**config.mk**
```make
export PLATFORM = sky130hd
export DESIGN_NAME = slsir_master
export DESIGN_NICKNAME = d
export VERILOG_FILES = /design/src/verilog/slsir_pkg.sv /design/src/verilog/slsir_slot_if.sv /design/src/verilog/slsir_master.sv /design/src/verilog/slsir_slot.sv
export VERILOG_INCLUDE_DIRS = /design/src /design/src/verilog
export SDC_FILE = /design/constraint.sdc
export NUM_CORES = 1
export LEC_CHECK = 0
export ABC_AREA = 1
export BUFFER_PORTS_ARGS = -buffer_cell sky130_fd_sc_hd__buf_2
export CAP_MARGIN = 40
export CORE_ASPECT_RATIO = 1.2
export CORE_MARGIN = 2
export CORE_UTILIZATION = 40
export CTS_BUF_LIST = sky130_fd_sc_hd__clkbuf_8
export CTS_CLUSTER_SIZE = 10
export DETAILED_ROUTE_END_ITERATION = 8
export PLACE_DENSITY = 0.7
export SYNTH_ARGS = -nofsm -noshare
export SYNTH_HDL_FRONTEND = slang
export SYNTH_SLANG_ARGS = --single-unit
```
**constraint.sdc**
```tcl
create_clock -name sys_clk -period 2.24 [get_ports sys_clk]
set_clock_uncertainty 0.05 [all_clocks]
set_input_delay 0.224 -clock sys_clk [delete_from_list [all_inputs] [get_ports sys_clk]]
set_output_delay 0.224 -clock sys_clk [all_outputs]
set_load 0.01 [all_outputs]
```
**src/verilog/slsir_defs.svh**
```systemverilog
// Purpose: Timing, command and size constants for the serial id master
// Assumes: sys_clk at 40 MHz
// Notes:   Cycle counts are derived from the times in microseconds
`ifndef SLSIR_DEFS_SVH
`define SLSIR_DEFS_SVH

// ----------------------------------------------------------------------
// Clock
// ----------------------------------------------------------------------
`define SLSIR_CLK_MHZ        40

// ----------------------------------------------------------------------
// Line times in microseconds
// ----------------------------------------------------------------------
`define SLSIR_T_RSTL_US      480
`define SLSIR_T_PRES_SMP_US  70
`define SLSIR_T_RSTH_US      480
`define SLSIR_T_LOW1_US      6
`define SLSIR_T_LOW0_US      60
`define SLSIR_T_RDLOW_US     2
`define SLSIR_T_RDSMP_US     12
`define SLSIR_T_SLOT_US      70
`define SLSIR_T_REC_US       10
`define SLSIR_T_STUCK_US     120

// ----------------------------------------------------------------------
// Commands and sizes
// ----------------------------------------------------------------------
`define SLSIR_CMD_READ_ID    8'h33
`define SLSIR_CMD_READ_ALT   8'h0F
`define SLSIR_CMD_BITS       8
`define SLSIR_ID_BITS        64
`define SLSIR_CLASS_LSB      0
`define SLSIR_CLASS_MSB      7
`define SLSIR_SERIAL_LSB     8
`define SLSIR_SERIAL_MSB     55
`define SLSIR_CRC_LSB        56
`define SLSIR_CRC_MSB        63
`define SLSIR_CNT_W          16

`endif

```
**src/verilog/slsir_pkg.sv**
```systemverilog
// Purpose: Types shared by the serial id master and its slot engine
// Assumes: Nothing
// Notes:   One-hot codes written out
package slsir_pkg;

   // -------------------------------------------------------------------
   // Slot kinds
   // -------------------------------------------------------------------
   typedef enum logic [3:0] {
      SK_RST = 4'b0001,
      SK_W0  = 4'b0010,
      SK_W1  = 4'b0100,
      SK_RD  = 4'b1000
   } slsir_kind_t;

   // -------------------------------------------------------------------
   // Master states
   // -------------------------------------------------------------------
   typedef enum logic [3:0] {
      ST_IDLE = 4'b0001,
      ST_RST  = 4'b0010,
      ST_CMD  = 4'b0100,
      ST_READ = 4'b1000
   } slsir_state_t;

endpackage : slsir_pkg

```
**src/verilog/slsir_slot_if.sv**
```systemverilog
// Purpose: Link between the master sequencer and its slot engine
// Assumes: Both ends on sys_clk
// Notes:   go is a one-cycle pulse, done a one-cycle pulse
interface slsir_slot_if;
   logic                  go;
   slsir_pkg::slsir_kind_t kind;
   logic                  busy;
   logic                  done;
   logic                  bit_val;
   logic                  drive;
   logic                  line;

   modport ctrl (output go, output kind, output line,
                 input busy, input done, input bit_val, input drive);
   modport eng  (input go, input kind, input line,
                 output busy, output done, output bit_val, output drive);
endinterface : slsir_slot_if
```
**src/verilog/slsir_master.sv**
```systemverilog
// Purpose: Bus master that reads the 64-bit identity of one line slave
// Assumes: External pull-up on the line, one slave present for a read
// Notes:   Start pulse runs reset, then command byte and 64 read slots if presence is seen
`include "slsir_defs.svh"
module slsir_master #(
   parameter int CNT_W       = `SLSIR_CNT_W,
   parameter int US_CYC      = `SLSIR_CLK_MHZ,
   parameter int RST_LOW_CYC = `SLSIR_T_RSTL_US * US_CYC,
   parameter int RST_SMP_CYC = (`SLSIR_T_RSTL_US + `SLSIR_T_PRES_SMP_US) * US_CYC,
   parameter int RST_END_CYC = (`SLSIR_T_RSTL_US + `SLSIR_T_RSTH_US) * US_CYC,
   parameter int STUCK_CYC   = `SLSIR_T_STUCK_US * US_CYC
) (
   input  wire logic         sys_clk,
   input  wire logic         resetn,
   input  wire logic         start,
   input  wire logic         cmd_alt,
   input  wire logic         dq_in,
   output logic              dq_out,
   output logic              dq_oe,
   output logic              busy,
   output logic              done,
   output logic              present,
   output logic              id_valid,
   output logic              bus_fault,
   output logic [7:0]        class_code,
   output logic [47:0]       serial_num,
   output logic [7:0]        crc_code
);
   // -------------------------------------------------------------------
   // Line input synchroniser
   // -------------------------------------------------------------------
   logic dq_s1_reg, dq_s2_reg, dq_s3_reg, line_reg, line_next;

   always_comb begin
      line_next = line_reg;
      if (dq_s2_reg == dq_s3_reg) begin
         line_next = dq_s3_reg;
      end
   end

   always_ff @(posedge sys_clk) begin
      if (!resetn) begin
         dq_s1_reg <= 1'b1;
         dq_s2_reg <= 1'b1;
         dq_s3_reg <= 1'b1;
         line_reg  <= 1'b1;
      end else begin
         dq_s1_reg <= dq_in;
         dq_s2_reg <= dq_s1_reg;
         dq_s3_reg <= dq_s2_reg;
         line_reg  <= line_next;
      end
   end

   // -------------------------------------------------------------------
   // Slot engine
   // -------------------------------------------------------------------
   slsir_slot_if sl ();

   slsir_slot #(
      .CNT_W       (CNT_W),
      .US_CYC      (US_CYC),
      .RST_LOW_CYC (RST_LOW_CYC),
      .RST_SMP_CYC (RST_SMP_CYC),
      .RST_END_CYC (RST_END_CYC)
   ) u_slot (
      .sys_clk (sys_clk),
      .resetn  (resetn),
      .sl      (sl.eng)
   );

   // -------------------------------------------------------------------
   // Sequencer
   // -------------------------------------------------------------------
   slsir_pkg::slsir_state_t  state_reg, state_next;
   slsir_pkg::slsir_kind_t   kind_reg, kind_next;
   logic                     go_reg, go_next;
   logic [6:0]               bit_cnt_reg, bit_cnt_next;
   logic [7:0]               cmd_reg, cmd_next;
   logic [63:0]              id_reg, id_next;
   logic                     busy_reg, busy_next;
   logic                     done_reg, done_next;
   logic                     present_reg, present_next;
   logic                     id_valid_reg, id_valid_next;
   logic                     fault_reg, fault_next;
   logic                     oe_reg;
   logic [CNT_W-1:0]         low_cnt_reg, low_cnt_next;

   assign sl.go   = go_reg;
   assign sl.kind = kind_reg;
   assign sl.line = line_reg;

   always_comb begin
      state_next    = state_reg;
      kind_next     = kind_reg;
      go_next       = 1'b0;
      bit_cnt_next  = bit_cnt_reg;
      cmd_next      = cmd_reg;
      id_next       = id_reg;
      busy_next     = busy_reg;
      done_next     = 1'b0;
      present_next  = present_reg;
      id_valid_next = id_valid_reg;
      fault_next    = fault_reg;
      low_cnt_next  = low_cnt_reg;
      case (state_reg)
         slsir_pkg::ST_IDLE: begin
            if (!line_reg) begin
               if (low_cnt_reg == CNT_W'(STUCK_CYC)) begin
                  fault_next = 1'b1;
               end else begin
                  low_cnt_next = low_cnt_reg + 1'b1;
               end
            end else begin
               low_cnt_next = '0;
            end
            if (start) begin
               state_next    = slsir_pkg::ST_RST;
               kind_next     = slsir_pkg::SK_RST;
               go_next       = 1'b1;
               busy_next     = 1'b1;
               present_next  = 1'b0;
               id_valid_next = 1'b0;
               fault_next    = 1'b0;
               low_cnt_next  = '0;
            end
         end
         slsir_pkg::ST_RST: begin
            if (sl.done) begin
               if (!sl.bit_val) begin
                  present_next = 1'b1;
                  state_next   = slsir_pkg::ST_CMD;
                  bit_cnt_next = '0;
                  cmd_next     = cmd_alt ? `SLSIR_CMD_READ_ALT
                                         : `SLSIR_CMD_READ_ID;
               end else begin
                  state_next = slsir_pkg::ST_IDLE;
                  busy_next  = 1'b0;
                  done_next  = 1'b1;
               end
            end
         end
         slsir_pkg::ST_CMD: begin
            if (sl.done) begin
               cmd_next     = {1'b0, cmd_reg[7:1]};
               bit_cnt_next = bit_cnt_reg + 1'b1;
               if (bit_cnt_reg == 7'(`SLSIR_CMD_BITS - 1)) begin
                  state_next   = slsir_pkg::ST_READ;
                  bit_cnt_next = '0;
               end
            end else if (!sl.busy && !go_reg) begin
               go_next   = 1'b1;
               kind_next = cmd_reg[0] ? slsir_pkg::SK_W1
                                      : slsir_pkg::SK_W0;
            end
         end
         slsir_pkg::ST_READ: begin
            if (sl.done) begin
               id_next      = {sl.bit_val, id_reg[63:1]};
               bit_cnt_next = bit_cnt_reg + 1'b1;
               if (bit_cnt_reg == 7'(`SLSIR_ID_BITS - 1)) begin
                  state_next    = slsir_pkg::ST_IDLE;
                  id_valid_next = 1'b1;
                  busy_next     = 1'b0;
                  done_next     = 1'b1;
               end
            end else if (!sl.busy && !go_reg) begin
               go_next   = 1'b1;
               kind_next = slsir_pkg::SK_RD;
            end
         end
         default: begin
            state_next = slsir_pkg::ST_IDLE;
            busy_next  = 1'b0;
         end
      endcase
   end

   always_ff @(posedge sys_clk) begin
      if (!resetn) begin
         state_reg    <= slsir_pkg::ST_IDLE;
         kind_reg     <= slsir_pkg::SK_RD;
         go_reg       <= 1'b0;
         bit_cnt_reg  <= '0;
         cmd_reg      <= '0;
         id_reg       <= '0;
         busy_reg     <= 1'b0;
         done_reg     <= 1'b0;
         present_reg  <= 1'b0;
         id_valid_reg <= 1'b0;
         fault_reg    <= 1'b0;
         low_cnt_reg  <= '0;
         oe_reg       <= 1'b0;
      end else begin
         state_reg    <= state_next;
         kind_reg     <= kind_next;
         go_reg       <= go_next;
         bit_cnt_reg  <= bit_cnt_next;
         cmd_reg      <= cmd_next;
         id_reg       <= id_next;
         busy_reg     <= busy_next;
         done_reg     <= done_next;
         present_reg  <= present_next;
         id_valid_reg <= id_valid_next;
         fault_reg    <= fault_next;
         low_cnt_reg  <= low_cnt_next;
         oe_reg       <= sl.drive;
      end
   end

   // -------------------------------------------------------------------
   // Outputs
   // -------------------------------------------------------------------
   assign dq_out     = 1'b0;
   assign dq_oe      = oe_reg;
   assign busy       = busy_reg;
   assign done       = done_reg;
   assign present    = present_reg;
   assign id_valid   = id_valid_reg;
   assign bus_fault  = fault_reg;
   assign class_code = id_reg[`SLSIR_CLASS_MSB:`SLSIR_CLASS_LSB];
   assign serial_num = id_reg[`SLSIR_SERIAL_MSB:`SLSIR_SERIAL_LSB];
   assign crc_code   = id_reg[`SLSIR_CRC_MSB:`SLSIR_CRC_LSB];
endmodule // slsir_master

```
**src/verilog/slsir_slot.sv**
```systemverilog
// Purpose: Times one reset or bit slot on the line
// Assumes: line is already synchronised
// Notes:   drive high means pull the line low
`include "slsir_defs.svh"
module slsir_slot #(
   parameter int CNT_W       = `SLSIR_CNT_W,
   parameter int US_CYC      = `SLSIR_CLK_MHZ,
   parameter int RST_LOW_CYC = `SLSIR_T_RSTL_US * US_CYC,
   parameter int RST_SMP_CYC = (`SLSIR_T_RSTL_US + `SLSIR_T_PRES_SMP_US) * US_CYC,
   parameter int RST_END_CYC = (`SLSIR_T_RSTL_US + `SLSIR_T_RSTH_US) * US_CYC
) (
   input wire logic    sys_clk,
   input wire logic    resetn,
   slsir_slot_if.eng   sl
);
   // -------------------------------------------------------------------
   // Slot timing
   // -------------------------------------------------------------------
   localparam logic [CNT_W-1:0] LOW0 = CNT_W'(`SLSIR_T_LOW0_US * US_CYC);
   localparam logic [CNT_W-1:0] LOW1 = CNT_W'(`SLSIR_T_LOW1_US * US_CYC);
   localparam logic [CNT_W-1:0] RDLO = CNT_W'(`SLSIR_T_RDLOW_US * US_CYC);
   localparam logic [CNT_W-1:0] RDSM = CNT_W'(`SLSIR_T_RDSMP_US * US_CYC);
   localparam logic [CNT_W-1:0] SEND =
      CNT_W'((`SLSIR_T_SLOT_US + `SLSIR_T_REC_US) * US_CYC);
   localparam logic [CNT_W-1:0] RLOW = CNT_W'(RST_LOW_CYC);
   localparam logic [CNT_W-1:0] RSMP = CNT_W'(RST_SMP_CYC);
   localparam logic [CNT_W-1:0] REND = CNT_W'(RST_END_CYC);

   logic [CNT_W-1:0]        cnt_reg, cnt_next;
   logic                    busy_reg, busy_next;
   logic                    drive_reg, drive_next;
   logic                    bit_reg, bit_next;
   logic                    done_reg, done_next;
   slsir_pkg::slsir_kind_t  kind_reg, kind_next;
   logic [CNT_W-1:0]        low_len, smp_at, end_at;

   always_comb begin
      case (kind_reg)
         slsir_pkg::SK_RST: begin
            low_len = RLOW;
            smp_at  = RSMP;
            end_at  = REND;
         end
         slsir_pkg::SK_W0: begin
            low_len = LOW0;
            smp_at  = RDSM;
            end_at  = SEND;
         end
         slsir_pkg::SK_W1: begin
            low_len = LOW1;
            smp_at  = RDSM;
            end_at  = SEND;
         end
         default: begin
            low_len = RDLO;
            smp_at  = RDSM;
            end_at  = SEND;
         end
      endcase
      cnt_next   = cnt_reg;
      busy_next  = busy_reg;
      drive_next = drive_reg;
      bit_next   = bit_reg;
      kind_next  = kind_reg;
      done_next  = 1'b0;
      if (busy_reg) begin
         cnt_next   = cnt_reg + 1'b1;
         drive_next = (cnt_next < low_len);
         if (cnt_reg == smp_at) begin
            bit_next = sl.line;
         end
         if (cnt_reg == end_at) begin
            busy_next  = 1'b0;
            done_next  = 1'b1;
            drive_next = 1'b0;
         end
      end else if (sl.go) begin
         busy_next  = 1'b1;
         kind_next  = sl.kind;
         cnt_next   = '0;
         drive_next = 1'b1;
      end
   end

   always_ff @(posedge sys_clk) begin
      if (!resetn) begin
         cnt_reg   <= '0;
         busy_reg  <= 1'b0;
         drive_reg <= 1'b0;
         bit_reg   <= 1'b1;
         done_reg  <= 1'b0;
         kind_reg  <= slsir_pkg::SK_RD;
      end else begin
         cnt_reg   <= cnt_next;
         busy_reg  <= busy_next;
         drive_reg <= drive_next;
         bit_reg   <= bit_next;
         done_reg  <= done_next;
         kind_reg  <= kind_next;
      end
   end

   assign sl.busy    = busy_reg;
   assign sl.done    = done_reg;
   assign sl.bit_val = bit_reg;
   assign sl.drive   = drive_reg;
endmodule // slsir_slot

```
# After elaboration in Yosys (flattened, before gate mapping)
# Index checks and enable logic that the tools add are counted.
# W data, S select, Z words.
[word_totals]
register_bits = 138
[classes]
bitwise = 2
n_mux = 66
n_addsub = 3
magnitude_cmp = 1
n_reduce_logical = 24
n_eq_ne = 27
[op_table]
columns = ["cell", "n"]
rows = [
  ["$mux W16", 6],
  ["$pmux W15 S3", 1],
  ["$mux W4", 11],
  ["$mux W7", 5],
  ["$add A16 B1 Y16 const B", 2],
  ["$mux W1", 27],
  ["$mux W8", 3],
  ["$pmux W7 S3", 1],
  ["$ne A2 B2 Y1 const B", 9],
  ["$reduce_and A6 Y1", 3],
  ["$eq A16 B13 Y1 const B", 1],
  ["$eq A16 B15 Y1", 1],
  ["$eq A16 B16 Y1", 1],
  ["$lt A16 B15 Y1", 1],
  ["$pmux W4 S4", 1],
  ["$pmux W8 S2", 1],
  ["$mux W15", 1],
  ["$pmux W4 S3", 1],
  ["$reduce_and A4 Y1", 3],
  ["$reduce_and A2 Y1", 5],
  ["$reduce_bool A2 Y1", 5],
  ["$eq A4 B1 Y1 const B", 2],
  ["$eq A4 B2 Y1 const B", 2],
  ["$eq A4 B3 Y1 const B", 2],
  ["other kinds (18)", 28],
]

# Longest topological paths before layout
# Gate-level depths: netlist (run 1).
[logic_depth]
ltp_word = 5
mapped_depth = 13

# Cells and area by module
# Synthesis (run 1) repeated with hierarchy kept, for this count alone.
[unflattened]
cells_unflattened = 896
hier_area_um2 = 6324.8
[by_module_without_submodules]
columns = ["mod", "seq_area_each_um2", "instances", "area_per_inst_um2", "cells_per_inst"]
rows = [
  ["slsir_master", 2242.2, 1, 4690.7, 640],
  ["slsir_slot", 480.5, 1, 1634.1, 256],
]

# Worst setup path after synthesis (run 1)
# OpenSTA, ideal clock, no wires.
[synth_path]
path_type = "flip-flop to flip-flop"
start = "register u_slot.cnt_reg[0]"
end = "register u_slot.drive_reg (netlist: u_slot.sl.drive)"
t_arrival_ns = 1.898
period_less_slack_ns = 2.018
n_path_buf = 0
t_required_ns = 2.120
path_stages_with_launch = 13
path_slack_ns = 0.222
path_cell_list = "dfxtp_1 -> ha_1 -> nand2_1 -> nor2_1 -> nand3_1 -> nor3_2 -> xor2_1 -> ha_1 -> nand2_1 -> nor2_1 -> nor2_1 -> nand3_1 -> a21oi_1"
[synth_between]
elab_chain_cells = 4
elab_cells_between_ends = 5
classes_between = "add/sub (1); order compare (1); eq/ne (1); mux (2)"
[synth_rtl]
columns = ["element", "line_no", "text"]
rows = [
  ["from (decl)", "slsir_slot.sv:29", "logic [CNT_W-1:0] cnt_reg, cnt_next;"],
  ["from (signal assigned)", "slsir_slot.sv:94", "cnt_reg <= cnt_next;"],
  ["$add A16 B1 Y16", "slsir_slot.sv:67", "cnt_next = cnt_reg + 1'b1;"],
  ["$lt A16 B15 Y1", "slsir_slot.sv:68", "drive_next = (cnt_next < low_len);"],
  ["$mux W1 *", "slsir_slot.sv:72", "if (cnt_reg == end_at) begin"],
  ["$mux W1 *", "slsir_slot.sv:66", "if (busy_reg) begin"],
  ["to (signal assigned)", "slsir_slot.sv:96", "drive_reg <= drive_next;"],
  ["to (decl)", "slsir_slot.sv:31", "logic drive_reg, drive_next;"],
]
# Every way passes the cells marked *; elsewhere a longest branch is shown, timed or not.
# A chain may end at the register's enable or synchronous reset.

# Worst setup path after layout (run 1)
# Same ends and word-level chain as after synthesis.

==> results of run 1 <==
==> cell usage in the layout, fill, tap and decap left out, types with 2 or more instances in the layout <==
cell type	synthesis	routed
nor2_1	191	188
nand2_1	135	133
dfxtp_1	136	133
o21ai_0	86	86
buf_2	2	74
inv_1	71	73
a21oi_1	44	44
nand3_1	34	32
clkbuf_8	0	20
buf_4	2	18
nand4_1	15	15
nor3_1	13	13
xor2_1	11	11
ha_1	12	11
nor2_4	1	6
inv_2	5	6
nand2_2	3	5
clkinv_2	0	5
nor3_4	4	4
or2_2	4	4
a31oi_1	4	4
nor3_2	3	3
xnor2_1	3	3
o31ai_1	3	3
o211ai_1	3	3
nand3_2	1	3
a211oi_1	3	3
o21a_1	2	2
o32ai_1	2	2
nor4_1	2	2
clkinvlp_4	0	2
dfxtp_2	0	2
==> layout make-up <==
type	count	area (um^2)
inverters	76	285.3
multi-input cells	592	2930
clock inverters	11	60.06
well taps	204	255.2
fillers	1559	7766
repair buffers	94	535.5
flip-flops and latches	136	2729
clock buffers	20	275.3
==> per-layer routing <==
metal | track usage | vias to the layer above | part of all wire
met5 | 0 | - | 0
met1 | 0.2313 | 2513 | 0.44
li1 | - | 2869 | -
met3 | 0.05568 | 24 | 0.058
met4 | 0.05702 | 0 | 0.017
met2 | 0.2853 | 130 | 0.48
==> cell usage after synthesis, types with 2 or more instances <==
cell type,number
o211ai_1,3
nand4_1,15
nor2_1,191
a211oi_1,3
xnor2_1,3
inv_2,5
nor3_1,13
nand3_1,34
o32ai_1,2
clkbuf_1,24
o21a_1,2
o21ai_0,86
inv_1,71
dfxtp_1,136
buf_4,2
or2_2,4
nor2_2,3
nand2_1,135
nand2_2,3
a21oi_1,44
o31ai_1,3
buf_2,2
nor3_2,3
buf_1,2
xor2_1,11
a31oi_1,4
ha_1,12
nor4_1,2
nor3_4,4
==> cell families after synthesis <==
| logic type | count (synthesis) |
|---|---|
| fa+ha+maj | 12 |
| simple gates | 412 |
| buf+inv | 107 |
| other cells | 1 |
| flops | 136 |
| xor+xnor | 14 |
| compound gates | 153 |
==> per-stage QoR <==
| stage | power (mW) | instances |
|---|---|---|
| after floorplan | 3.426 | 835 |
| after global placement | 3.695 | 1095 |
| after detailed placement | 3.711 | 1095 |
| after CTS | 5.440 | 1127 |
| after global routing | 5.705 | 1133 |
| final | 5.393 | 1133 |
==> report_power, final <==
part / internal [mW] / leakage (nW) / switching (mW)
clock network: 0.826 / 0.184 / 0.898
logic: 0.322 / 2.06 / 0.717
registers: 2.55 / 1.10 / 0.0806
==> what timing repair did <==
item / CTS / global route
hold buffers: 1 / 0
setup buffers: 0 / 6
endpoints found under the setup margin: 1 / 1
hold endpoints to repair: 1 / 0
resized for setup: 1 / 15
pin swaps: 0 / 7
==> path summary, 6_finish.rpt <==
path | end | slack [ns]
worst max-delay path | u_slot.sl.drive$_SDFFE_PN0N_ | 0.17
worst min register to register | dq_s2_reg$_SDFF_PN1_ | 0.37
worst min-delay path | low_cnt_reg[15]$_SDFFE_PN0P_ | 0.04
worst max register to register | u_slot.sl.drive$_SDFFE_PN0N_ | 0.17
==> worst max-delay path: stages (launching register included) <==
cell and delay (ns):
dfxtp_2 0.35, buf_4 0.13, nand3_2 0.15, nor2_4 0.18, buf_4 0.12, xor2_1 0.25
ha_1 0.28, nand2_1 0.06, nand2_1 0.05, nand2_1 0.05, nand2_1 0.06, nand3_1 0.08
nand3_1 0.07, a21oi_1 0.14
==> results.md, run 1 <==
- Outcome: finished, final reports clean
- Period Utilization, post-route: 0.9257
- TritonCTS Sinks: 136
- All-Layer GR Usage: 0.1792
- Worst slew pin tran: 0.6595 ns
- Fin Setup TNS: 0 ns
- Hold Crit Start: start
- Vias in the first global route: 5074
- Reg2reg path depth: 13
- Max_cap viols: 0
- Cell area after placement: 6621 um^2
- Die Y: 138.3 um
- Fin nets: 934
- Port buffer count: 74
- Arr. time, crit path: 2.39 ns
- Post-synthesis mux area share: 0
- Synthesized cell area: 6012 um^2
- Cell area after layout: 7071 um^2
- Clk_lat worst skew: 0.43 ns
- Root Buffer: clkbuf_8
- Via-to-Cell Ratio: 4.886
- Initial antenna violation count: 0
- Max VDD drop: 0.0004277 V
- CTS max path bufs: 2
- FF+latch count, synth: 136
- First-pass GRT wire length: 23.61 mm
- CP Class: reg2reg
- Yosys top cell area share: 0.4529
- Largest area contributor in the netlist: dfxtp_1
- DR WL/cell: 12.38 um
- Post-DP HPWL: 9.489 mm
- ANT nets after route: 0
- Yosys synthesis warning count: 0
- Yosys cell types: 42
- Critical path fanouts, max: 4
- Drt first-iter violations: 352
- Crit path capture type: flop
- Number of synthesized flops with an enable pin: 0
- Primary FF master, synth: dfxtp_1
- CP startpoint: u_slot.cnt_reg[0]$_SDFFE_PN0N_
- DRC viols: 0
- Max Slew Vio Count: 0
- Initial Util: 0.4052
- Drt total wl: 14.03 mm
- Largest family of logic cells by synthesized area: simple AND/OR/NAND/NOR gates
- Worst slew margin: 0.5603
- Asr flop ratio synth: 0
- Post-synthesis sequential area ratio: 0.4529
- Die W: 115.9 um
- RD Place Congestion: 0.9319
- Fin util: 0.4766
- Hold Worst Slack: 0.03516 ns
- Largest register FFs: 64
- Share of cells above drive strength 1: 0.1722
- Post-place setup slack: 0.008121 ns
- Leakage: 3.344 nW
- CTS tree: built
- WP data required: 2.56 ns
- Num CTS Buffers: 17
- Row count: 49
- Top cells by area, synth: dfxtp_1, nor2_1, nand2_1, o21ai_0, inv_1
- DRT Pass-1 Iters: 5
- Reg2reg start: u_slot.cnt_reg[0]$_SDFFE_PN0N_
- Compound-cell area share of the yosys netlist: 0.1371
- Syn_nets: 852
- Peak Freq: 0.4823 GHz
- Post-synthesis simple-gate area fraction: 0.2943
- H-tree levels: 4
- Top Ports: 76
- Die area: 16030 um^2
- Post-synthesis area per instance: 7.200 um^2
- Worst-path clk slew: 0.08 ns
- Tightest Hold Check Type: in2reg
- Fin. Hold Viols: 0
- # diodes: 0
- Adder-Cell Fraction of Synth Area: 0.02497
- Gr ovfl total: 0
- Worst setup SP type: flop
- PwrDens: 762.7 nW/um^2
- Vias: 5536
- Final min period: 2.073 ns
- Post-route setup slack: 0.1665 ns
- Setup violators final: 0
- Post-Synthesis Cells: 835
- Worst hold stages: 4
- Largest net degree at the start of global routing: 87
- Area growth syn-to-layout: 17.61%
- Core ar.: 14840 um^2
- XOR/XNOR Fraction of Synth Area: 0.02040
Note: power is estimated with default switching activity, not from simulation.
==> run 2, diff against run 1 <==
Settings changed: BUFFER_PORTS_ARGS -buffer_cell sky130_fd_sc_hd__buf_2 to not set, DONT_BUFFER_PORTS set to 1, PLACE_DENSITY 0.7 to 0.65.
==> run 2 against run 1 <==
Worst setup slack better by 0.0048 ns; clock power up 25%; register-to-register slack about the same; critical path type unchanged; critical endpoint unchanged; largest power group unchanged.
==> results.md, run 2 (synthesis results as in run 1) <==
- DR WL/cell: 13.02 um (+5.1%)
- RD Place Congestion: 0.8825 (-5.3%)
- Worst slew pin tran: 0.8460 ns (+0.1865 ns)
- Slowest cell delay on critical path: 0.38 ns (+0.03 ns)
- Reg2reg path depth: 12 (-1)
- Top Ports: 76 (unchanged)
- Max Slew Vio Count: 0 (unchanged)
- Outcome: finished, final reports clean
- Worst hold stages: 2 (-2)
- Arr. time, crit path: 2.39 ns (about the same)
- Die area: 16030 um^2 (unchanged)
- ANT nets after route: 0 (unchanged)
- Max VDD drop: 0.0004842 V (+13%)
- Fin Setup TNS: 0 ns (unchanged)
- Fill cells: 1535 (-1.5%)
- Num CTS Buffers: 17 (unchanged)
- Worst setup SP type: flop
- Top delay family on crit path: simple AND/OR/NAND/NOR gates
- Port buffer count: 0 (-100%)
- Cell area after layout: 6768 um^2 (-4.3%)
- First-pass GRT wire length: 23.06 mm (-2.3%)
- Drt total wl: 13.72 mm (-2.2%)
- CTS tree: built
- WP data required: 2.56 ns (about the same)
- DRT Pass-1 Iters: 4 (-1)
- Die Y: 138.3 um (unchanged)
- CP Class: reg2reg
- Critical path fanouts, max: 5 (+1)
- All-Layer GR Usage: 0.1765 (-0.002670)
- Clk_lat worst skew: 0.44 ns (about the same)
- Commonest non-fill, non-tap cell in the layout: nor2_1
- Largest net degree at the start of global routing: 87 (unchanged)
- CP bufs+invs: 0 (-2)
- Period Utilization, post-route: 0.9235 (-0.002149)
- Fin nets: 855 (-8.5%)
- Gr ovfl total: 0 (unchanged)
- # diodes: 0 (unchanged)
- Post-route setup slack: 0.1714 ns (+0.004814 ns)
- Largest register FFs: 64 (unchanged)
- Area growth syn-to-layout: 12.57%
- Worst slew margin: 0.4354 (-0.1249)
- Setup violators final: 0 (unchanged)
- Initial Util: 0.4052 (unchanged)
- Via-to-Cell Ratio: 4.965 (+1.6%)
- Max_cap viols: 0 (unchanged)
- Row count: 49 (unchanged)
- Vias: 5233 (-5.5%)
- Post-place setup slack: -0.03780 ns (-0.04592 ns)
- TritonCTS Sinks: 136 (unchanged)
- Drt first-iter violations: 355 (+0.85%)
- Cell area after placement: 6221 um^2 (-6.0%)
- Core ar.: 14840 um^2 (unchanged)
- Critical path depth in cells: 12 (-1)
- Most frequent cells in the layout: nor2_1, nand2_1, dfxtp_1
- Slowest-stage cell, CP: dfxtp_4
- Final min period: 2.069 ns (-0.004814 ns)
- Initial antenna violation count: 0 (unchanged)
- Vias in the first global route: 4756 (-6.3%)
- Unrepaired setup endpoints after global routing: false
- PwrDens: 852.2 nW/um^2 (+12%)
- Share of cells above drive strength 1: 0.09765 (-0.07458)
- Worst-path clk slew: 0.08 ns (about the same)
- Most common cell on crit path: nor2_1
- Leakage: 2.948 nW (-12%)
- Fin. Hold Viols: 0 (unchanged)
- Post-DP HPWL: 9.213 mm (-2.9%)
- Crit path capture type: flop
- Root Buffer: clkbuf_8
- Critical path cell sequence: ha_4, nand2_1, nor2_4, nand3_2, nor3_2, xor2_1, ha_1, nand2_2, nor2_1, nor2_1, nand3_1, a21oi_1
- Die W: 115.9 um (unchanged)
- Peak Freq: 0.4834 GHz (+0.23%)
- DRC viols: 0 (unchanged)
- H-tree levels: 4 (unchanged)
- Tightest Hold Check Type: in2reg
- CTS max path bufs: 2 (unchanged)
-- run 2: through the flow --
step	util	cells	hold slack (ns)	total power, mW
after global placement	0.4193	1017	0.2812	3.631
after detailed placement	0.4193	1017	0.2836	3.638
final	0.4561	1054	0.05961	5.768
after CTS	0.4513	1052	0.01985	5.833
after floorplan	-	835	0.2806	3.426
after global routing	0.4561	1054	0.03272	6.094
-- run 2: worst register-to-register path, delay by kind of cell, from the launching register on --
family          cells  cell delay (ns)
simple gates        8             0.82
compound gates      1             0.11
flops               1             0.38
fa+ha+maj           2             0.41
xor+xnor            1             0.22
-- run 2: cell type report --
class	instances	area, um^2	area share
Multi-Input combinational cell	592	2925	0.4322
Sequential cell	136	2734	0.4040
Inverter	76	285.3	0.04215
Tap cell	204	255.2	0.03771
Clock buffer	17	234.0	0.03457
Clock inverter	14	181.4	0.02681
Timing Repair Buffer	15	152.6	0.02255
-- run 2: final timing paths --
check                                               startpoint                            to  slack (ns)
worst max-delay path            u_slot.cnt_reg[0]$_SDFFE_PN0N_  u_slot.sl.drive$_SDFFE_PN0N_        0.17
worst max register to register  u_slot.cnt_reg[0]$_SDFFE_PN0N_  u_slot.sl.drive$_SDFFE_PN0N_        0.17
worst min register to register            dq_s1_reg$_SDFF_PN1_          dq_s2_reg$_SDFF_PN1_        0.37
worst min-delay path                                    resetn   low_cnt_reg[6]$_SDFFE_PN0P_        0.06
-- run 2: power by group --
part / internal [mW] / total, mW / switching [mW]
logic: 0.284 / 0.967 / 0.683
registers: 2.55 / 2.65 / 0.103
clock network: 1.20 / 2.15 / 0.949
-- run 2: routing by layer --
layer,global-route usage,share of wire
met4,0.06955,0.025
met1,0.2256,0.44
met2,0.2687,0.46
met3,0.06664,0.071
met5,0,0
-- run 2: timing repair --
action / in CTS / in global routing
endpoints found under the setup margin: 1 / 1
hold endpoints to repair: 94 / 0
hold buffers: 4 / 0
pin swaps: 0 / 3
resized for setup: 1 / 17
setup buffers: 0 / 2
gates cloned: 0 / 0
==> run 3, diff against run 2 <==
Settings changed: CTS_CLUSTER_DIAMETER set to 80, PLACE_DENSITY 0.65 to not set, PLACE_DENSITY_LB_ADDON set to 0.2.
==> run 3 against run 2 <==
Worst setup slack gained 0.031 ns; combinational power rose by 0.4%; highest routed layer unchanged; largest cell class unchanged; design area grew 0.81%; utilization grew 0.37 points.
==> results.md, run 3 (synthesis results as in run 1) <==
- Core ar.: 14840 um^2 (unchanged)
- Die Y: 138.3 um (unchanged)
- Routed length on met3: 934 um (-3.6%)
- Worst slew pin tran: 0.6148 ns (-0.2312 ns)
- PwrDens: 877.5 nW/um^2 (+3.0%)
- Worst setup SP type: flop
- First-pass GRT wire length: 24.01 mm (+4.1%)
- Post-route setup slack: 0.2022 ns (+0.03088 ns)
- Post-DP HPWL: 9.410 mm (+2.1%)
- Fin nets: 860 (+0.58%)
- Row count: 49 (unchanged)
- WL met1: 6.404 mm (+5.0%)
- Area growth syn-to-layout: 13.49%
- Peak Freq: 0.4907 GHz (+1.5%)
- Initial antenna violation count: 0 (unchanged)
- Unrepaired setup endpoints after global routing: false
- H-tree levels: 4 (unchanged)
- Final min period: 2.038 ns (-0.03088 ns)
- WL met2: 6.418 mm (+1.7%)
- DRT Pass-1 Iters: 4 (unchanged)
- All-Layer GR Usage: 0.1846 (+0.008075)
- Port buffer count: 0 (unchanged)
- DRC viols: 0 (unchanged)
- Max Slew Vio Count: 0 (unchanged)
- Uppermost routed layer: met4
- Leakage: 2.991 nW (+1.4%)
- ANT nets after route: 0 (unchanged)
- Die W: 115.9 um (unchanged)
- DR WL/cell: 13.20 um (+1.4%)
- Largest net degree at the start of global routing: 87 (unchanged)
- Arr. time, crit path: 2.36 ns (-0.03 ns)
- Largest register FFs: 64 (unchanged)
- Fin Setup TNS: 0 ns (unchanged)
- RD Place Congestion: 0.9049 (+2.5%)
- Crit path capture type: flop
- CTS max path bufs: 2 (unchanged)
- Outcome: finished, final reports clean
- CP Class: reg2reg
- TritonCTS Sinks: 136 (unchanged)
- Clk_lat worst skew: 0.45 ns (about the same)
- Max_cap viols: 0 (unchanged)
- Most frequent cells in the layout: nor2_1, dfxtp_1, nand2_1
- Drt total wl: 13.99 mm (+1.9%)
- Worst slew margin: 0.5897 (+0.1543)
- Critical path fanouts, max: 5 (unchanged)
- Placed Instances: 1022 (+0.49%)
- Gr ovfl total: 0 (unchanged)
- Period Utilization, post-route: 0.9097 (-0.01378)
- Num CTS Buffers: 17 (unchanged)
- Die area: 16030 um^2 (unchanged)
- Root Buffer: clkbuf_8
- Initial Util: 0.4052 (unchanged)
- Worst-path clk slew: 0.08 ns (about the same)
- Max VDD drop: 0.0006364 V (+31%)
- CTS tree: built
- Drt first-iter violations: 243 (-32%)
- WP data required: 2.56 ns (about the same)
- Fin. Hold Viols: 0 (unchanged)
- Commonest non-fill, non-tap cell in the layout: nor2_1
- Share of cells above drive strength 1: 0.09579 (-0.001853)
- Vias: 5279 (+0.88%)
- Tightest Hold Check Type: in2reg
- Via-to-Cell Ratio: 4.980 (+0.31%)
- Top Ports: 76 (unchanged)
- Post-place setup slack: 0.02879 ns (+0.06659 ns)
- Vias in the first global route: 5016 (+5.5%)
- Final std cells w/o fill: 1060 (+0.57%)
- Setup violators final: 0 (unchanged)
- # diodes: 0 (unchanged)
-- run 3: repair_timing --
action | in CTS | in global routing
gates resized for setup | 0 | 8
endpoints found under the setup margin | 0 | 1
setup buffers | 0 | 2
hold endpoints to repair | 97 | 0
hold buffers | 4 | 0
-- run 3: per-stage QoR --
| stage | cell area, um^2 | hold WS [ns] | utilization | total power [mW] |
|---|---|---|---|---|
| detailed placement | 6246 | 0.2840 | 0.4210 | 3.644 |
| global route | 6823 | 0.05322 | 0.4599 | 6.298 |
| floorplan | 6012 | 0.2806 | - | 3.426 |
| global placement | 6246 | 0.2822 | 0.4210 | 3.647 |
| finish | 6823 | 0.06054 | 0.4599 | 5.987 |
| CTS | 6775 | 0.03497 | 0.4567 | 6.062 |
-- run 3: critical path, cell delays in order, from the launching register on --
cell and delay (ns):
dfxtp_1 0.42, nand2_1 0.12, nor2_1 0.21, nand3_2 0.13, nor3_2 0.13, xor2_1 0.22, ha_1 0.26, nand2_1 0.09
nor2_1 0.04, nor2_1 0.10, nand3_1 0.08, a21oi_1 0.11
-- run 3: area by class of cell --
cell class	instances	area [um^2]
multi-input combinational	592	2910
timing repair buffer	20	177.7
tap	204	255.2
inverter	76	285.3
fill	1563	8014
sequential	136	2723
clock inverter	12	196.4
clock buffer	20	275.3
-- run 3: final timing paths --
| kind | start | end | slack, ns | depth (start not counted) |
|---|---|---|---|---|
| setup / recovery | u_slot.cnt_reg[8]$_SDFFE_PN0N_ | u_slot.sl.drive$_SDFFE_PN0N_ | 0.20 | 11 |
| hold / removal | resetn | state_reg[0]$_SDFFE_PN1P_ | 0.06 | 2 |
| setup reg to reg | u_slot.cnt_reg[8]$_SDFFE_PN0N_ | u_slot.sl.drive$_SDFFE_PN0N_ | 0.20 | 11 |
| hold reg to reg | dq_s1_reg$_SDFF_PN1_ | dq_s2_reg$_SDFF_PN1_ | 0.37 | 1 |
-- run 3: per-layer routing --
| metal | vias up | track usage |
|---|---|---|
| li1 | 2723 | - |
| met1 | 2414 | 0.2291 |
| met2 | 124 | 0.2936 |
| met3 | 18 | 0.07102 |
| met4 | 0 | 0.06015 |
| met5 | - | 0 |
-- run 3: power by group --
| part | switching [mW] | internal, mW |
|---|---|---|
| clock | 0.962 | 1.41 |
| sequential | 0.0931 | 2.55 |
| combinational | 0.680 | 0.290 |
| total | 1.74 | 4.25 |
